## config.mk

```make
export PLATFORM = sky130hd
export DESIGN_NAME = urb_top
export DESIGN_NICKNAME = d
export VERILOG_FILES = /design/src/rtl/urb_pkg.sv /design/src/rtl/urb_backoff.sv /design/src/rtl/urb_top.sv
export SDC_FILE = /design/constraint.sdc
export NUM_CORES = 1
export LEC_CHECK = 0
export BUFFER_PORTS_ARGS = -buffer_cell sky130_fd_sc_hd__buf_4
export CAP_MARGIN = 40
export CORE_ASPECT_RATIO = 1.75
export CORE_UTILIZATION = 60
export DETAILED_ROUTE_END_ITERATION = 12
export PLACE_DENSITY_LB_ADDON = 0.2
export SYNTH_ARGS = -nofsm -noshare
export SYNTH_HDL_FRONTEND = slang
export SYNTH_HIERARCHICAL = 1
export SYNTH_SLANG_ARGS = --single-unit
```

## constraint.sdc

```tcl
create_clock -name i_clk -period 5 [get_ports i_clk]
set_clock_uncertainty 0.1 [all_clocks]
set_input_delay 1.25 -clock i_clk [delete_from_list [all_inputs] [get_ports i_clk]]
set_output_delay 1.25 -clock i_clk [all_outputs]
set_load 0.005 [all_outputs]
```

## src/rtl/urb_pkg.sv

```systemverilog
// Constants and types shared by the upstream ranging and back-off block.
// Assumes one 200 MHz clock; map parsing is done upstream of this block.
package urb_pkg;

	// ==========================================================
	// Timing
	// ==========================================================
	localparam int unsigned CLK_MHZ        = 200;    // Core clock rate
	localparam int unsigned TICK_NS_X100   = 625000; // Tick, ns times 100
	// Cycles per timestamp tick, rounded down to whole cycles
	localparam int unsigned TICK_CYCLES    =
		(TICK_NS_X100 * CLK_MHZ) / 100000;
	localparam int unsigned SUBTICKS       = 64;     // Ticks per slot unit
	localparam int unsigned SUBTICK_LOG2   = 6;      // log2 of SUBTICKS
	localparam int unsigned LOST_SYNC_MS   = 600;    // Lost timing interval

	// ==========================================================
	// Protocol values
	// ==========================================================
	localparam logic [13:0] SID_UNINIT     = 14'h0000; // Unranged modem id
	localparam logic [4:0]  MAX_RETRIES    = 5'h10;    // Retry limit 16
	localparam logic [15:0] LFSR_RESET     = 16'hace1; // Nonzero start value
	localparam logic [31:0] TS_RESET       = 32'h0000_0000;

	// ==========================================================
	// Ranging state machine
	// ==========================================================
	typedef enum logic [5:0] {
		RS_IDLE   = 6'b000001, // Waiting for sync and channel descriptor
		RS_SEARCH = 6'b000010, // Scanning maps for initial maintenance
		RS_WRESP  = 6'b000100, // Request sent, waiting for response
		RS_WSTA   = 6'b001000, // Waiting for station maintenance slot
		RS_DONE   = 6'b010000, // Ranged, data traffic allowed
		RS_ABORT  = 6'b100000  // Head-end aborted ranging
	} urb_rng_type;

	// ==========================================================
	// Contention state machine
	// ==========================================================
	typedef enum logic [3:0] {
		CS_IDLE  = 4'b0001, // Nothing to send
		CS_DEFER = 4'b0010, // Skipping eligible opportunities
		CS_WACK  = 4'b0100, // Transmitted, waiting for acknowledgement
		CS_DRAW  = 4'b1000  // Drawing a new count after a loss
	} urb_cnt_type;

endpackage : urb_pkg

```

## src/rtl/urb_backoff.sv

```systemverilog
// Truncated binary exponential back-off for one service identifier.
// Assumes map events arrive as one-cycle pulses on the same clock.
`timescale 1ns/1ps
module urb_backoff (
	// Clock and reset
	input  wire logic        i_clk,
	input  wire logic        i_resetn,
	// Requests and map events
	input  wire logic        i_start,     // Data waiting, begin contention
	input  wire logic [3:0]  i_bo_start,  // Data back-off start exponent
	input  wire logic [3:0]  i_bo_end,    // Data back-off end exponent
	input  wire logic        i_opp,       // Eligible contention opportunity
	input  wire logic        i_dedicated, // Unicast request or data grant
	input  wire logic        i_ack,       // Grant, pending or acknowledge
	input  wire logic        i_map_late,  // Map without ack, ack time later
	input  wire logic        i_map_lost,  // Map lost or damaged
	input  wire logic        i_seed_ld,   // Load a new generator seed
	input  wire logic [15:0] i_seed,      // Seed, unique per modem
	// Results
	output logic             o_tx,        // Transmit in this opportunity
	output logic             o_done,      // Contention ended successfully
	output logic             o_discard,   // Retries used up, drop the unit
	output logic             o_busy       // Contention in progress
);
	import urb_pkg::*;

	// ==========================================================
	// State
	// ==========================================================
	urb_cnt_type st_q, st_d;     // Contention phase
	logic [3:0]  exp_q, exp_d;   // Current window exponent
	logic [15:0] cnt_q, cnt_d;   // Opportunities left to skip
	logic [4:0]  rty_q, rty_d;   // Retries so far
	logic [15:0] lfsr_q, lfsr_d; // Pseudo-random source
	logic        tx_q, tx_d;
	logic        dn_q, dn_d;
	logic        ds_q, ds_d;

	// Mask a random word down to the window 0 .. 2^k - 1
	function automatic logic [15:0] win_draw(input logic [15:0] r,
		input logic [3:0] k);
		win_draw = r & ((16'h0001 << k) - 16'h0001);
	endfunction : win_draw

	// ==========================================================
	// Next-state logic
	// ==========================================================
	always_comb begin
		st_d   = st_q;
		exp_d  = exp_q;
		cnt_d  = cnt_q;
		rty_d  = rty_q;
		tx_d   = 1'b0;
		dn_d   = 1'b0;
		ds_d   = 1'b0;
		// Free-running generator; reseed keeps modems apart
		lfsr_d = {lfsr_q[14:0],
			lfsr_q[15] ^ lfsr_q[13] ^ lfsr_q[12] ^ lfsr_q[10]};
		if (i_seed_ld && i_seed != 16'h0000) begin
			lfsr_d = i_seed;
		end
		case (st_q)
			CS_IDLE: begin
				if (i_start) begin
					exp_d = i_bo_start;
					cnt_d = win_draw(lfsr_q, i_bo_start);
					rty_d = 5'h00;
					st_d  = CS_DEFER;
				end
			end
			CS_DEFER: begin
				if (i_dedicated) begin
					// Dedicated slot wins over contention
					dn_d = 1'b1;
					st_d = CS_IDLE;
				end else if (i_opp) begin
					// Only eligible opportunities reach here
					if (cnt_q == 16'h0000) begin
						tx_d = 1'b1;
						st_d = CS_WACK;
					end else begin
						cnt_d = cnt_q - 16'h0001;
					end
				end
			end
			CS_WACK: begin
				if (i_ack || i_map_lost || i_dedicated) begin
					// A lost map is taken as success
					dn_d = 1'b1;
					st_d = CS_IDLE;
				end else if (i_map_late) begin
					if (rty_q == MAX_RETRIES - 5'h01) begin
						ds_d = 1'b1;
						st_d = CS_IDLE;
					end else begin
						rty_d = rty_q + 5'h01;
						// Double unless already at the maximum
						if (exp_q < i_bo_end) begin
							exp_d = exp_q + 4'h1;
						end
						st_d = CS_DRAW;
					end
				end
			end
			CS_DRAW: begin
				cnt_d = win_draw(lfsr_q, exp_q);
				st_d  = CS_DEFER;
			end
			default: st_d = CS_IDLE;
		endcase
	end

	// ==========================================================
	// Registers
	// ==========================================================
	always_ff @(posedge i_clk or negedge i_resetn) begin
		if (!i_resetn) begin
			st_q   <= CS_IDLE;
			exp_q  <= 4'h0;
			cnt_q  <= 16'h0000;
			rty_q  <= 5'h00;
			lfsr_q <= LFSR_RESET;
			tx_q   <= 1'b0;
			dn_q   <= 1'b0;
			ds_q   <= 1'b0;
		end else begin
			st_q   <= st_d;
			exp_q  <= exp_d;
			cnt_q  <= cnt_d;
			rty_q  <= rty_d;
			lfsr_q <= lfsr_d;
			tx_q   <= tx_d;
			dn_q   <= dn_d;
			ds_q   <= ds_d;
		end
	end

	assign o_tx      = tx_q;
	assign o_done    = dn_q;
	assign o_discard = ds_q;
	assign o_busy    = (st_q != CS_IDLE);

	// ==========================================================
	// Checks
	// ==========================================================
	a_start_window: assert property (@(posedge i_clk) disable iff (!i_resetn)
		(st_q == CS_IDLE && i_start) |=> exp_q == $past(i_bo_start))
		else $error("window exponent not loaded from start value");
	a_window_cap: assert property (@(posedge i_clk) disable iff (!i_resetn)
		(st_q == CS_WACK && i_map_late && !i_ack && !i_map_lost
		&& !i_dedicated && exp_q >= i_bo_end) |=> $stable(exp_q))
		else $error("window grew beyond maximum");
	a_retry_limit: assert property (@(posedge i_clk) disable iff (!i_resetn)
		rty_q < MAX_RETRIES)
		else $error("retry count passed limit");
	a_lost_map_ok: assert property (@(posedge i_clk) disable iff (!i_resetn)
		(st_q == CS_WACK && i_map_lost) |=> o_done && !o_tx)
		else $error("lost map not treated as success");
	a_grant_abort: assert property (@(posedge i_clk) disable iff (!i_resetn)
		(st_q == CS_DEFER && i_dedicated) |=> o_done && !o_busy)
		else $error("dedicated slot did not end contention");

endmodule : urb_backoff

```

## src/rtl/urb_top.sv

```systemverilog
// Upstream ranging, timestamp to mini-slot mapping and contention back-off.
// Assumes map, timestamp and ranging response parsing happen elsewhere;
// their results arrive as synchronous pulses and levels on this clock.
//
// Operation
// - Search maps for initial maintenance after sync
// - Initial ranging request uses identifier zero
// - Offset starts at fixed internal delay
// - Then range in own station maintenance slot
// - Repeat until success or abort, then data
// - Timestamp counts fixed 6.25 us ticks
// - Ticks per mini-slot are a power of two
// - Mini-slot counter is 32 bits, wraps
// - Slot low bits equal timestamp high bits
// - Slot N starts at N times T times 64
// - Upper mini-slot bits may be ignored
// - Back-off values are window exponents
// - Start window from current map start value
// - Skip random count, send in next one
// - Count only eligible request opportunities
// - Missing acknowledgement in later map means loss
// - On loss double window up to maximum
// - Lost map while waiting counts as success
// - Discard after fifteen retries (sixteenth loss)
// - Dedicated slot or grant ends contention
// - Lost timing stops upstream and resyncs
`timescale 1ns/1ps
module urb_top #(
	parameter int unsigned LOST_CYCLES =
		urb_pkg::LOST_SYNC_MS * urb_pkg::CLK_MHZ * 1000,
	parameter logic [31:0] FIXED_DELAY = 32'h0000_0100 // Internal delay
) (
	// Clock and reset
	input  wire logic        i_clk,
	input  wire logic        i_resetn,
	// Downstream status
	input  wire logic        i_ds_sync,      // Downstream locked
	input  wire logic        i_ucd_valid,    // Channel descriptor held
	input  wire logic        i_sync_msg,     // Valid timestamp message
	input  wire logic [31:0] i_sync_ts,      // Timestamp carried
	input  wire logic [2:0]  i_ucd_m,        // log2 of 64-tick units per mini-slot
	// Map events
	input  wire logic        i_init_maint,   // Initial maintenance slot
	input  wire logic        i_sta_maint,    // Station slot for own id
	input  wire logic [3:0]  i_bo_start,     // Back-off start exponent
	input  wire logic [3:0]  i_bo_end,       // Back-off end exponent
	input  wire logic        i_cont_opp,     // Eligible contention opp
	input  wire logic        i_dedicated,    // Unicast request or grant
	input  wire logic        i_ack,          // Grant, pending or ack
	input  wire logic        i_map_late,     // Map lacks ack, later ack time
	input  wire logic        i_map_lost,     // Map lost or damaged
	// Ranging responses
	input  wire logic        i_rsp_valid,    // Ranging response arrived
	input  wire logic [13:0] i_rsp_sid,      // Temporary identifier
	input  wire logic [31:0] i_rsp_toff,     // Timing offset correction
	input  wire logic        i_rsp_success,  // Ranging successful
	input  wire logic        i_rsp_abort,    // Head-end aborted
	// Data path requests
	input  wire logic        i_pdu_ready,    // Data unit waiting
	input  wire logic        i_seed_ld,      // Load generator seed
	input  wire logic [15:0] i_seed,         // Seed value
	// Outputs
	output logic             o_rng_req,      // Send ranging request now
	output logic [13:0]      o_rng_sid,      // Identifier in the request
	output logic [31:0]      o_timing_off,   // Current timing offset
	output logic             o_ranged,       // Data traffic allowed
	output logic             o_up_enable,    // Upstream use allowed
	output logic             o_resync,       // Restart downstream sync
	output logic [31:0]      o_timestamp,    // Local timestamp counter
	output logic [31:0]      o_minislot,     // Mini-slot number
	output logic             o_slot_start,   // Mini-slot boundary pulse
	output logic             o_cont_tx,      // Contention transmit pulse
	output logic             o_cont_done,    // Contention ended
	output logic             o_cont_discard  // Data unit dropped
);
	import urb_pkg::*;

	// ==========================================================
	// Tick divider, timestamp and mini-slot counter
	// ==========================================================
	// Wide enough for a whole tick of cycles, so the rate stays exact
	logic [10:0] div_q, div_d;      // Cycles within one tick
	logic        tick;              // One tick enable pulse
	logic [31:0] ts_q, ts_d;        // Timestamp counter
	logic [31:0] ms_q, ms_d;        // Mini-slot counter
	logic        ss_q, ss_d;        // Mini-slot start pulse
	logic [31:0] ts_mask;           // Low timestamp bits inside one slot

	assign tick = (div_q == 11'(TICK_CYCLES - 1));
	// Bits below 6+M are zero exactly at a slot boundary
	assign ts_mask = (32'h0000_0040 << i_ucd_m) - 32'h0000_0001;

	// Timestamp counts ticks; a sync message realigns it
	always_comb begin
		div_d = tick ? 11'h000 : div_q + 11'h001;
		ts_d  = ts_q;
		ms_d  = ms_q;
		ss_d  = 1'b0;
		if (i_sync_msg) begin
			ts_d  = i_sync_ts;
			div_d = 11'h000;
			// Slot number follows the timestamp's high bits
			ms_d  = i_sync_ts >> (SUBTICK_LOG2 + 32'(i_ucd_m));
		end else if (tick) begin
			ts_d = ts_q + 32'h0000_0001;
			// New slot when ts equals N*T*64
			if ((ts_d & ts_mask) == 32'h0000_0000) begin
				ms_d = ms_q + 32'h0000_0001;
				ss_d = 1'b1;
			end
		end
	end

	always_ff @(posedge i_clk or negedge i_resetn) begin
		if (!i_resetn) begin
			div_q <= 11'h000;
			ts_q  <= TS_RESET;
			ms_q  <= TS_RESET;
			ss_q  <= 1'b0;
		end else begin
			div_q <= div_d;
			ts_q  <= ts_d;
			ms_q  <= ms_d;
			ss_q  <= ss_d;
		end
	end

	// ==========================================================
	// Lost timing watchdog
	// ==========================================================
	// A long count, kept as a parameter so simulation can shorten it
	logic [31:0] lost_q, lost_d;    // Cycles since last sync message
	logic        rs_q, rs_d;        // Resync request level

	always_comb begin
		lost_d = lost_q;
		rs_d   = rs_q;
		if (i_sync_msg) begin
			lost_d = 32'h0000_0000;
			rs_d   = 1'b0;
		end else if (lost_q >= LOST_CYCLES - 1) begin
			rs_d = 1'b1;
		end else if (i_ds_sync) begin
			lost_d = lost_q + 32'h0000_0001;
		end
	end

	always_ff @(posedge i_clk or negedge i_resetn) begin
		if (!i_resetn) begin
			lost_q <= 32'h0000_0000;
			rs_q   <= 1'b0;
		end else begin
			lost_q <= lost_d;
			rs_q   <= rs_d;
		end
	end

	// ==========================================================
	// Ranging sequence
	// ==========================================================
	urb_rng_type rng_q, rng_d;      // Ranging phase
	logic [31:0] toff_q, toff_d;    // Timing offset
	logic [13:0] sid_q, sid_d;      // Identifier used in requests
	logic        req_q, req_d;      // Request pulse
	logic        sync_ok;           // Upstream may be used at all

	// Upstream needs lock, a channel descriptor and live timing
	assign sync_ok = i_ds_sync && i_ucd_valid && !rs_q;

	always_comb begin
		rng_d  = rng_q;
		toff_d = toff_q;
		sid_d  = sid_q;
		req_d  = 1'b0;
		if (!sync_ok) begin
			// Loss of timing drops all upstream use
			rng_d  = RS_IDLE;
			toff_d = FIXED_DELAY;
			sid_d  = SID_UNINIT;
		end else begin
			case (rng_q)
				RS_IDLE: begin
					toff_d = FIXED_DELAY;
					sid_d  = SID_UNINIT;
					rng_d  = RS_SEARCH;
				end
				RS_SEARCH: begin
					if (i_init_maint) begin
						req_d = 1'b1;
						rng_d = RS_WRESP;
					end
				end
				RS_WRESP: begin
					if (i_rsp_valid) begin
						// Response carries id and corrections
						sid_d  = i_rsp_sid;
						toff_d = toff_q + i_rsp_toff;
						if (i_rsp_abort) begin
							rng_d = RS_ABORT;
						end else if (i_rsp_success) begin
							rng_d = RS_DONE;
						end else begin
							rng_d = RS_WSTA;
						end
					end
				end
				RS_WSTA: begin
					if (i_sta_maint) begin
						req_d = 1'b1;
						rng_d = RS_WRESP;
					end
				end
				RS_DONE:  rng_d = RS_DONE;
				RS_ABORT: rng_d = RS_ABORT;
				default:  rng_d = RS_IDLE;
			endcase
		end
	end

	always_ff @(posedge i_clk or negedge i_resetn) begin
		if (!i_resetn) begin
			rng_q  <= RS_IDLE;
			toff_q <= 32'h0000_0000;
			sid_q  <= SID_UNINIT;
			req_q  <= 1'b0;
		end else begin
			rng_q  <= rng_d;
			toff_q <= toff_d;
			sid_q  <= sid_d;
			req_q  <= req_d;
		end
	end

	// ==========================================================
	// Contention back-off
	// ==========================================================
	logic bo_tx, bo_done, bo_disc;  // Back-off results
	logic bo_start;                 // Begin contention when ranged

	assign bo_start = i_pdu_ready && (rng_q == RS_DONE) && sync_ok;

	urb_backoff u_backoff (
		.i_clk       (i_clk),
		.i_resetn    (i_resetn),
		.i_start     (bo_start),
		.i_bo_start  (i_bo_start),
		.i_bo_end    (i_bo_end),
		.i_opp       (i_cont_opp),
		.i_dedicated (i_dedicated),
		.i_ack       (i_ack),
		.i_map_late  (i_map_late),
		.i_map_lost  (i_map_lost),
		.i_seed_ld   (i_seed_ld),
		.i_seed      (i_seed),
		.o_tx        (bo_tx),
		.o_done      (bo_done),
		.o_discard   (bo_disc),
		.o_busy      ()
	);

	// ==========================================================
	// Output registers
	// ==========================================================
	logic up_q, rd_q, ctx_q, cdn_q, cds_q, rsy_q;

	always_ff @(posedge i_clk or negedge i_resetn) begin
		if (!i_resetn) begin
			up_q  <= 1'b0;
			rd_q  <= 1'b0;
			ctx_q <= 1'b0;
			cdn_q <= 1'b0;
			cds_q <= 1'b0;
			rsy_q <= 1'b0;
		end else begin
			up_q  <= sync_ok && rng_q != RS_ABORT;
			rd_q  <= sync_ok && rng_q == RS_DONE;
			ctx_q <= bo_tx && sync_ok;
			cdn_q <= bo_done;
			cds_q <= bo_disc;
			rsy_q <= rs_q;
		end
	end

	assign o_rng_req      = req_q;
	assign o_rng_sid      = sid_q;
	assign o_timing_off   = toff_q;
	assign o_ranged       = rd_q;
	assign o_up_enable    = up_q;
	assign o_resync       = rsy_q;
	assign o_timestamp    = ts_q;
	// Upper slot bits are kept, though alignment needs none
	assign o_minislot     = ms_q;
	assign o_slot_start   = ss_q;
	assign o_cont_tx      = ctx_q;
	assign o_cont_done    = cdn_q;
	assign o_cont_discard = cds_q;

	// ==========================================================
	// Checks
	// ==========================================================
	a_init_req_sid: assert property (@(posedge i_clk) disable iff (!i_resetn)
		(rng_q == RS_SEARCH && sync_ok && i_init_maint)
		|=> o_rng_req && o_rng_sid == SID_UNINIT)
		else $error("initial request without zero identifier");
	a_no_early_req: assert property (@(posedge i_clk) disable iff (!i_resetn)
		(rng_q == RS_SEARCH && !i_init_maint) |=> !o_rng_req)
		else $error("ranging request outside initial maintenance");
	a_offset_init: assert property (@(posedge i_clk) disable iff (!i_resetn)
		(rng_q == RS_SEARCH) |-> toff_q == FIXED_DELAY)
		else $error("timing offset not at fixed delay before ranging");
	a_sta_wait: assert property (@(posedge i_clk) disable iff (!i_resetn)
		(rng_q == RS_WSTA && sync_ok && i_sta_maint)
		|=> o_rng_req && o_rng_sid == $past(sid_q))
		else $error("station request missing or wrong identifier");
	a_slot_align: assert property (@(posedge i_clk) disable iff (!i_resetn)
		o_slot_start |-> (ts_q & ts_mask) == 32'h0000_0000)
		else $error("slot start off a slot boundary");
	a_lost_stop: assert property (@(posedge i_clk) disable iff (!i_resetn)
		rs_q |=> !o_up_enable ##1 !o_ranged)
		else $error("upstream still enabled after lost timing");

endmodule : urb_top

```

==> impl_metrics.ini, run 1 <==
[timing]
whs_ns = 0.259
maxSlewHeadroom_pct = 40.7
rsz0062_at_grt = no
setup_viol = 0
fin_crit_sh_pct = 79.2
final.setup.tns_ns = 0
hold_viol = 0
fmaxAchievable_mhz = 253
worst_pin_slew_ns = 0.887
slew_viol_final = 0
post-route-min-period_ns = 3.96

[synthesis]
yosysMostFrequentCell = dfrtp_1
synth.distinct_cells = 93
synth_edf_count = 0
yosys_most_used_dff = dfrtp_1
synthTopCellsByCount = dfrtp_1, nand2_1, nor2_1
netlist.area_leader.share_pct = 36.8
synth.area.top_cells = dfrtp_1, xor2_1, nand2_1, o21ai_0, ha_1
ys_seq_area_share_pct = 38.6
syn-instance-count = 1576
synth_nets = 1745
synthArstFlopShare_pct = 100
netlist_area_um2 = 14000
yosysTopAreaCell = dfrtp_1
synth.avg_cell_area_um2 = 8.90
yosys_warnings = 6
synth.ff_latch_count = 216

[hold_path]
hp-start = u_backoff/o_done$_DFF_PN0_
whs_path_depth = 0
hp-class = reg2reg
hold_end = o_cont_done$_DFF_PN0_

[critical_path]
worstPathRequired_ns = 5.28
crit_path_end_kind = flip-flop
r2r_start = o_timestamp[3]$_DFFE_PN0P_
reg2reg_to = o_minislot[4]$_DFFE_PN0P_
cp_max_fo = 38
rr_worst_depth = 10
crit_family = simple AND/OR/NAND/NOR gates
cp-start-kind = primary input
cp.buffers_inverters = 4
critPathMaxStageDelay_ns = 0.40
crit_path_top_delay_cell = nor3_1
path_class = in2reg
r2r_slack_ns = 1.42
crit_arrival_ns = 4.24
path_cells = buf_4 > inv_1 > nor3_1 > inv_1 > ha_1 > nor2_1 > mux2i_1 > a21bo_2 > nor4_2 > and2_1 > buf_4 > and4_1 > xnor2_1 > mux2i_1

[clock_tree]
path_clk_slew_ns = 0.07
cts.htree.levels = 1
cts_hold_buf = 0
clockBufferDepth = 3
cts_setup_buffers = 0
cts_inserted_buffers = 23
tritoncts = yes
cts_resized = 0
clock_sinks = 216
cts_root_buf = clkbuf_16
insertion_delay_ns = 0.52

[cells_and_area]
final_nets = 1940
n_antenna_cell = 0
drive_above_1_share_pct = 21.0
stdcell_area_um2 = 16800
fin_util_pct = 73.5
area_delta_synth_final_pct = 19.6

[routing]
drtAntennaViolNets = 0
vias = 12700
avgRoutedWirePerCell_um = 18.1
wl_um = 37800
drt_iter0_drc = 867
drt_first_pass_iters = 5
drc = 0
via_per_inst = 6.07

[placement]
place_congestion = 0.945
portBuffers = 239
placed_cell_area_um2 = 16000
dp_hpwl_um = 28000

[global_route]
grt.total_usage_pct = 31.5
grt_pass1_vias = 12500
overflow = 0
antenna_found_initial = 0
grt_max_degree = 87
grt_first_pass_wirelength_um = 61700

[floorplanning]
fp.dieH_um = 204
coreArea_um2 = 22800
io_pins = 240
die_w_um = 118
start_util_pct = 61.4
dieArea_um2 = 24000
rows = 73

[power]
powerDensity_nw_per_um2 = 270
power.leakage_nw = 7.65
power.total_mw = 4.53
peakVddDrop_mv = 0.279

[run]
cap_violations = 0

[status]
run_status = finished clean
[worst register-to-register path: stages (launching register included)]
cell and delay [ns]:
dfrtp_1 0.58, nand4_2 0.27, nor4_2 0.69, nand4_1 0.24, xnor2_1 0.23, o21ai_0 0.39
and2_1 0.19, buf_4 0.29, and4_1 0.26, xnor2_1 0.11, mux2i_1 0.10
[worst max-delay path by stage]
stage / start / to / slack (ns) / cells past startpoint
after floorplan: i_rsp_toff[13] / o_timing_off[28]$_DFFE_PN0P_ / 1.24 / 10
after global placement: i_ucd_m[1] / o_minislot[6]$_DFFE_PN0P_ / 0.66 / 14
after detailed placement: i_ucd_m[1] / o_minislot[6]$_DFFE_PN0P_ / 0.57 / 14
after CTS: i_ucd_m[1] / o_minislot[4]$_DFFE_PN0P_ / 1.09 / 14
after global routing: i_ucd_m[1] / o_minislot[23]$_DFFE_PN0P_ / 0.79 / 14
final: i_ucd_m[1] / o_minislot[4]$_DFFE_PN0P_ / 1.04 / 14
[per-layer routing]
layer / routed length (um) / vias up / global-route usage, %
met5: 0 / - / 0
met2: 20100 / 391 / 58.9
met3: 1930 / 103 / 4.60
met4: 1870 / 0 / 15.8
li1: - / 6050 / -
met1: 14000 / 6127 / 34.4
[per-stage QoR]
step,std cells,setup WS (ns)
CTS,2087,1.09
finish,2087,1.04
floorplan,1576,1.24
global placement,2045,0.655
global route,2087,0.791
detailed placement,2046,0.566
[cell usage in the layout (no fill, tap or decap), types with 6 or more instances in the layout]
cell type / synthesis / routed
buf_4: 1 / 252
dfrtp_1: 206 / 206
nand2_1: 189 / 189
nor2_1: 132 / 132
o21ai_0: 129 / 129
xor2_1: 82 / 82
a21oi_1: 73 / 72
nand3_1: 65 / 65
ha_1: 46 / 46
xnor2_1: 43 / 43
mux2i_1: 43 / 43
nor3_1: 39 / 39
nand4_1: 35 / 35
inv_1: 32 / 32
nor2b_1: 32 / 32
and3_1: 31 / 31
mux2_2: 27 / 27
clkbuf_16: 0 / 23
nor4_1: 18 / 18
a22o_1: 18 / 18
a31oi_1: 16 / 16
and2_1: 13 / 13
a21o_1: 13 / 13
or3_1: 12 / 12
o21a_1: 12 / 12
a211oi_1: 12 / 12
nand2b_1: 11 / 11
or2_2: 10 / 10
and4_1: 10 / 10
mux4_2: 10 / 10
dfstp_2: 10 / 10
o21ai_1: 9 / 9
clkbuf_1: 61 / 7
o211ai_1: 6 / 6
a41oi_1: 6 / 6
clkbuf_8: 0 / 6
[power breakdown]
part	total (mW)	leakage [nW]	internal (mW)	switching, mW
Combinational	0.707	4.44	0.342	0.365
Sequential	2.02	2.83	1.84	0.180
Clock	1.79	0.385	1.08	0.713
Total	4.53	7.65	3.27	1.26
[cells by family (layout without fill, tap and decap cells)]
family,after synthesis,in the layout,share of synthesized area (%)
muxes,80,80,6.84
and+or+nand+nor,636,636,23.0
AOI/OAI and AO/OA,354,354,15.9
buffers and inverters,117,328,3.50
DFF,216,216,38.6
adders and majority gates,48,48,4.32
xor gates and xnor gates,125,125,7.81
[state kept, by name (all words and copies together) (netlist names), 4 cells and up]
name and count:
div_q 11, lost_q 32, o_minislot 32, o_rng_sid 14, o_timestamp 32, o_timing_off 32
rng_q 6, u_backoff/cnt_q 16, u_backoff/exp_q 4, u_backoff/lfsr_q 16, u_backoff/rty_q 5, u_backoff/st_q 4
[cell type report]
type / instances / area, um2
clock buffers: 35 / 671
clock inverters: 6 / 116
fillers: 1765 / 6060
inverters: 33 / 124
multi-input cells: 1243 / 8140
flip-flops and latches: 216 / 5420
well taps: 300 / 375
repair buffers: 254 / 1930
Power figures use the tool's default switching activity.
==> inputs of run 2 (changes only) <==
CORE_UTILIZATION = 58   (was 60)
clock period = 3.85 ns   (was 5 ns; I/O delays follow)
==> impl_metrics.ini, run 2 (synthesized netlist as in run 1, its figures left out) <==
[status]
run_status = finished clean

[global_route]
grt_max_degree = 115
overflow = 0
antenna_found_initial = 0
grt_pass1_vias = 12900
grt_first_pass_wirelength_um = 62500
grt.total_usage_pct = 30.6

[cells_and_area]
drive_above_1_share_pct = 22.3
seq_area_um2 = 5420
n_fill_cell = 1859
layout_common_cells = buf_4, dfrtp_1, nand2_1
n_antenna_cell = 0
area_delta_synth_final_pct = 21.2
multi_input_area_um2 = 8140
final_common_cell = buf_4
final_nets = 1964

[hold_path]
hp-class = reg2reg
hold_end = o_cont_done$_DFF_PN0_
whs_path_depth = 0
hp-start = u_backoff/o_done$_DFF_PN0_

[routing]
drt_first_pass_iters = 5
drc = 0
drt_iter0_drc = 978
vias = 12800
via_per_inst = 6.06
avgRoutedWirePerCell_um = 18.0
drtAntennaViolNets = 0
wl_um = 38000

[clock_tree]
insertion_delay_ns = 0.51
tritoncts = yes
path_clk_slew_ns = 0.06
clockBufferDepth = 3
cts_resized = 0
clock_sinks = 216
cts_inserted_buffers = 22
cts_setup_buffers = 0
cts_hold_buf = 0
cts_root_buf = clkbuf_16
cts.htree.levels = 1

[critical_path]
crit_path_top_delay_cell = nor4_2
r2r_start = o_timestamp[3]$_DFFE_PN0P_
worstPathRequired_ns = 4.12
cp_max_fo = 28
reg2reg_to = o_minislot[6]$_DFFE_PN0P_
crit_arrival_ns = 3.70
crit_family = simple AND/OR/NAND/NOR gates
path_cells = nand4_2 > nor4_2 > mux2i_1 > a21bo_2 > nor4_2 > and2_1 > buf_12 > nor3b_2 > xnor2_1 > mux2i_1
critPathMaxStageDelay_ns = 0.68
path_class = reg2reg
cp-start-kind = flip-flop
crit_path_end_kind = flip-flop
cp.buffers_inverters = 1
r2r_slack_ns = 0.42
rr_worst_depth = 10

[placement]
place_congestion = 0.943
dp_hpwl_um = 28300
portBuffers = 239

[power]
power.total_mw = 5.89
pwr-share-comb_pct = 15.8
sw_frac_of_total_pct = 27.4
pwr-share-clk_pct = 39.7
sequentialPowerShare_pct = 44.5
p_int_mw = 4.28
p_switching_mw = 1.62
power.leakage_nw = 7.78
powerDensity_nw_per_um2 = 347
peakVddDrop_mv = 0.336

[timing]
fin_crit_sh_pct = 89.0
final.setup.tns_ns = 0
worst_pin_slew_ns = 0.897
fmaxAchievable_mhz = 292
post-route-min-period_ns = 3.43
setup_viol = 0
rsz0062_at_grt = no
slew_viol_final = 0
hold_viol = 0
maxSlewHeadroom_pct = 40.2

[floorplanning]
fp.dieH_um = 208
die_w_um = 120
rows = 74
io_pins = 240
dieArea_um2 = 24800
coreArea_um2 = 23500
start_util_pct = 59.6

[run]
cap_violations = 0
run 2: power groups by stage:
stage               Combinational (mW)  Clock [mW]  Sequential [mW]
detailed placement               0.925           0             2.66
global placement                 0.902           0             2.65
CTS                              0.932        2.38             2.62
global route                      1.03        2.46             2.64
finish                           0.930        2.34             2.62
floorplan                        0.567           0             2.56
run 2: worst max-delay path by stage:
stage / cells after the start / endpoint / start
2_1_floorplan: 10 / o_timing_off[28]$_DFFE_PN0P_ / i_rsp_toff[13]
3_3_place_gp: 11 / o_timing_off[31]$_DFFE_PN0P_ / i_rsp_toff[4]
3_5_place_dp: 11 / o_timing_off[31]$_DFFE_PN0P_ / i_rsp_toff[4]
4_1_cts: 10 / o_minislot[6]$_DFFE_PN0P_ / o_timestamp[4]$_DFFE_PN0P_
5_1_grt: 10 / o_minislot[6]$_DFFE_PN0P_ / o_timestamp[3]$_DFFE_PN0P_
6_report: 10 / o_minislot[6]$_DFFE_PN0P_ / o_timestamp[3]$_DFFE_PN0P_
run 2: layout make-up:
type / instances / area share [%]
Clock buffer: 34 / 4.04
Tap cell: 304 / 2.24
Sequential cell: 216 / 31.9
Clock inverter: 6 / 0.633
Timing Repair Buffer: 279 / 12.6
Inverter: 33 / 0.729
Multi-Input combinational cell: 1243 / 47.9
run 2: metal layers:
layer	global-route usage [%]	wire length, um
met1	33.7	13900
met4	15.6	1990
met2	56.2	20200
met5	0	0
met3	4.42	1930
run 2: metrics by stage:
step,hold slack (ns),instance area (um2),util (%),setup slack (ns),std cells
floorplan,0.231,14000,-,0.380,1576
global placement,0.234,16200,68.9,0.0211,2075
detailed placement,0.245,16200,68.9,0.0149,2075
CTS,0.255,17000,72.3,0.456,2115
global route,0.262,17000,72.3,0.161,2115
finish,0.253,17000,72.3,0.422,2115
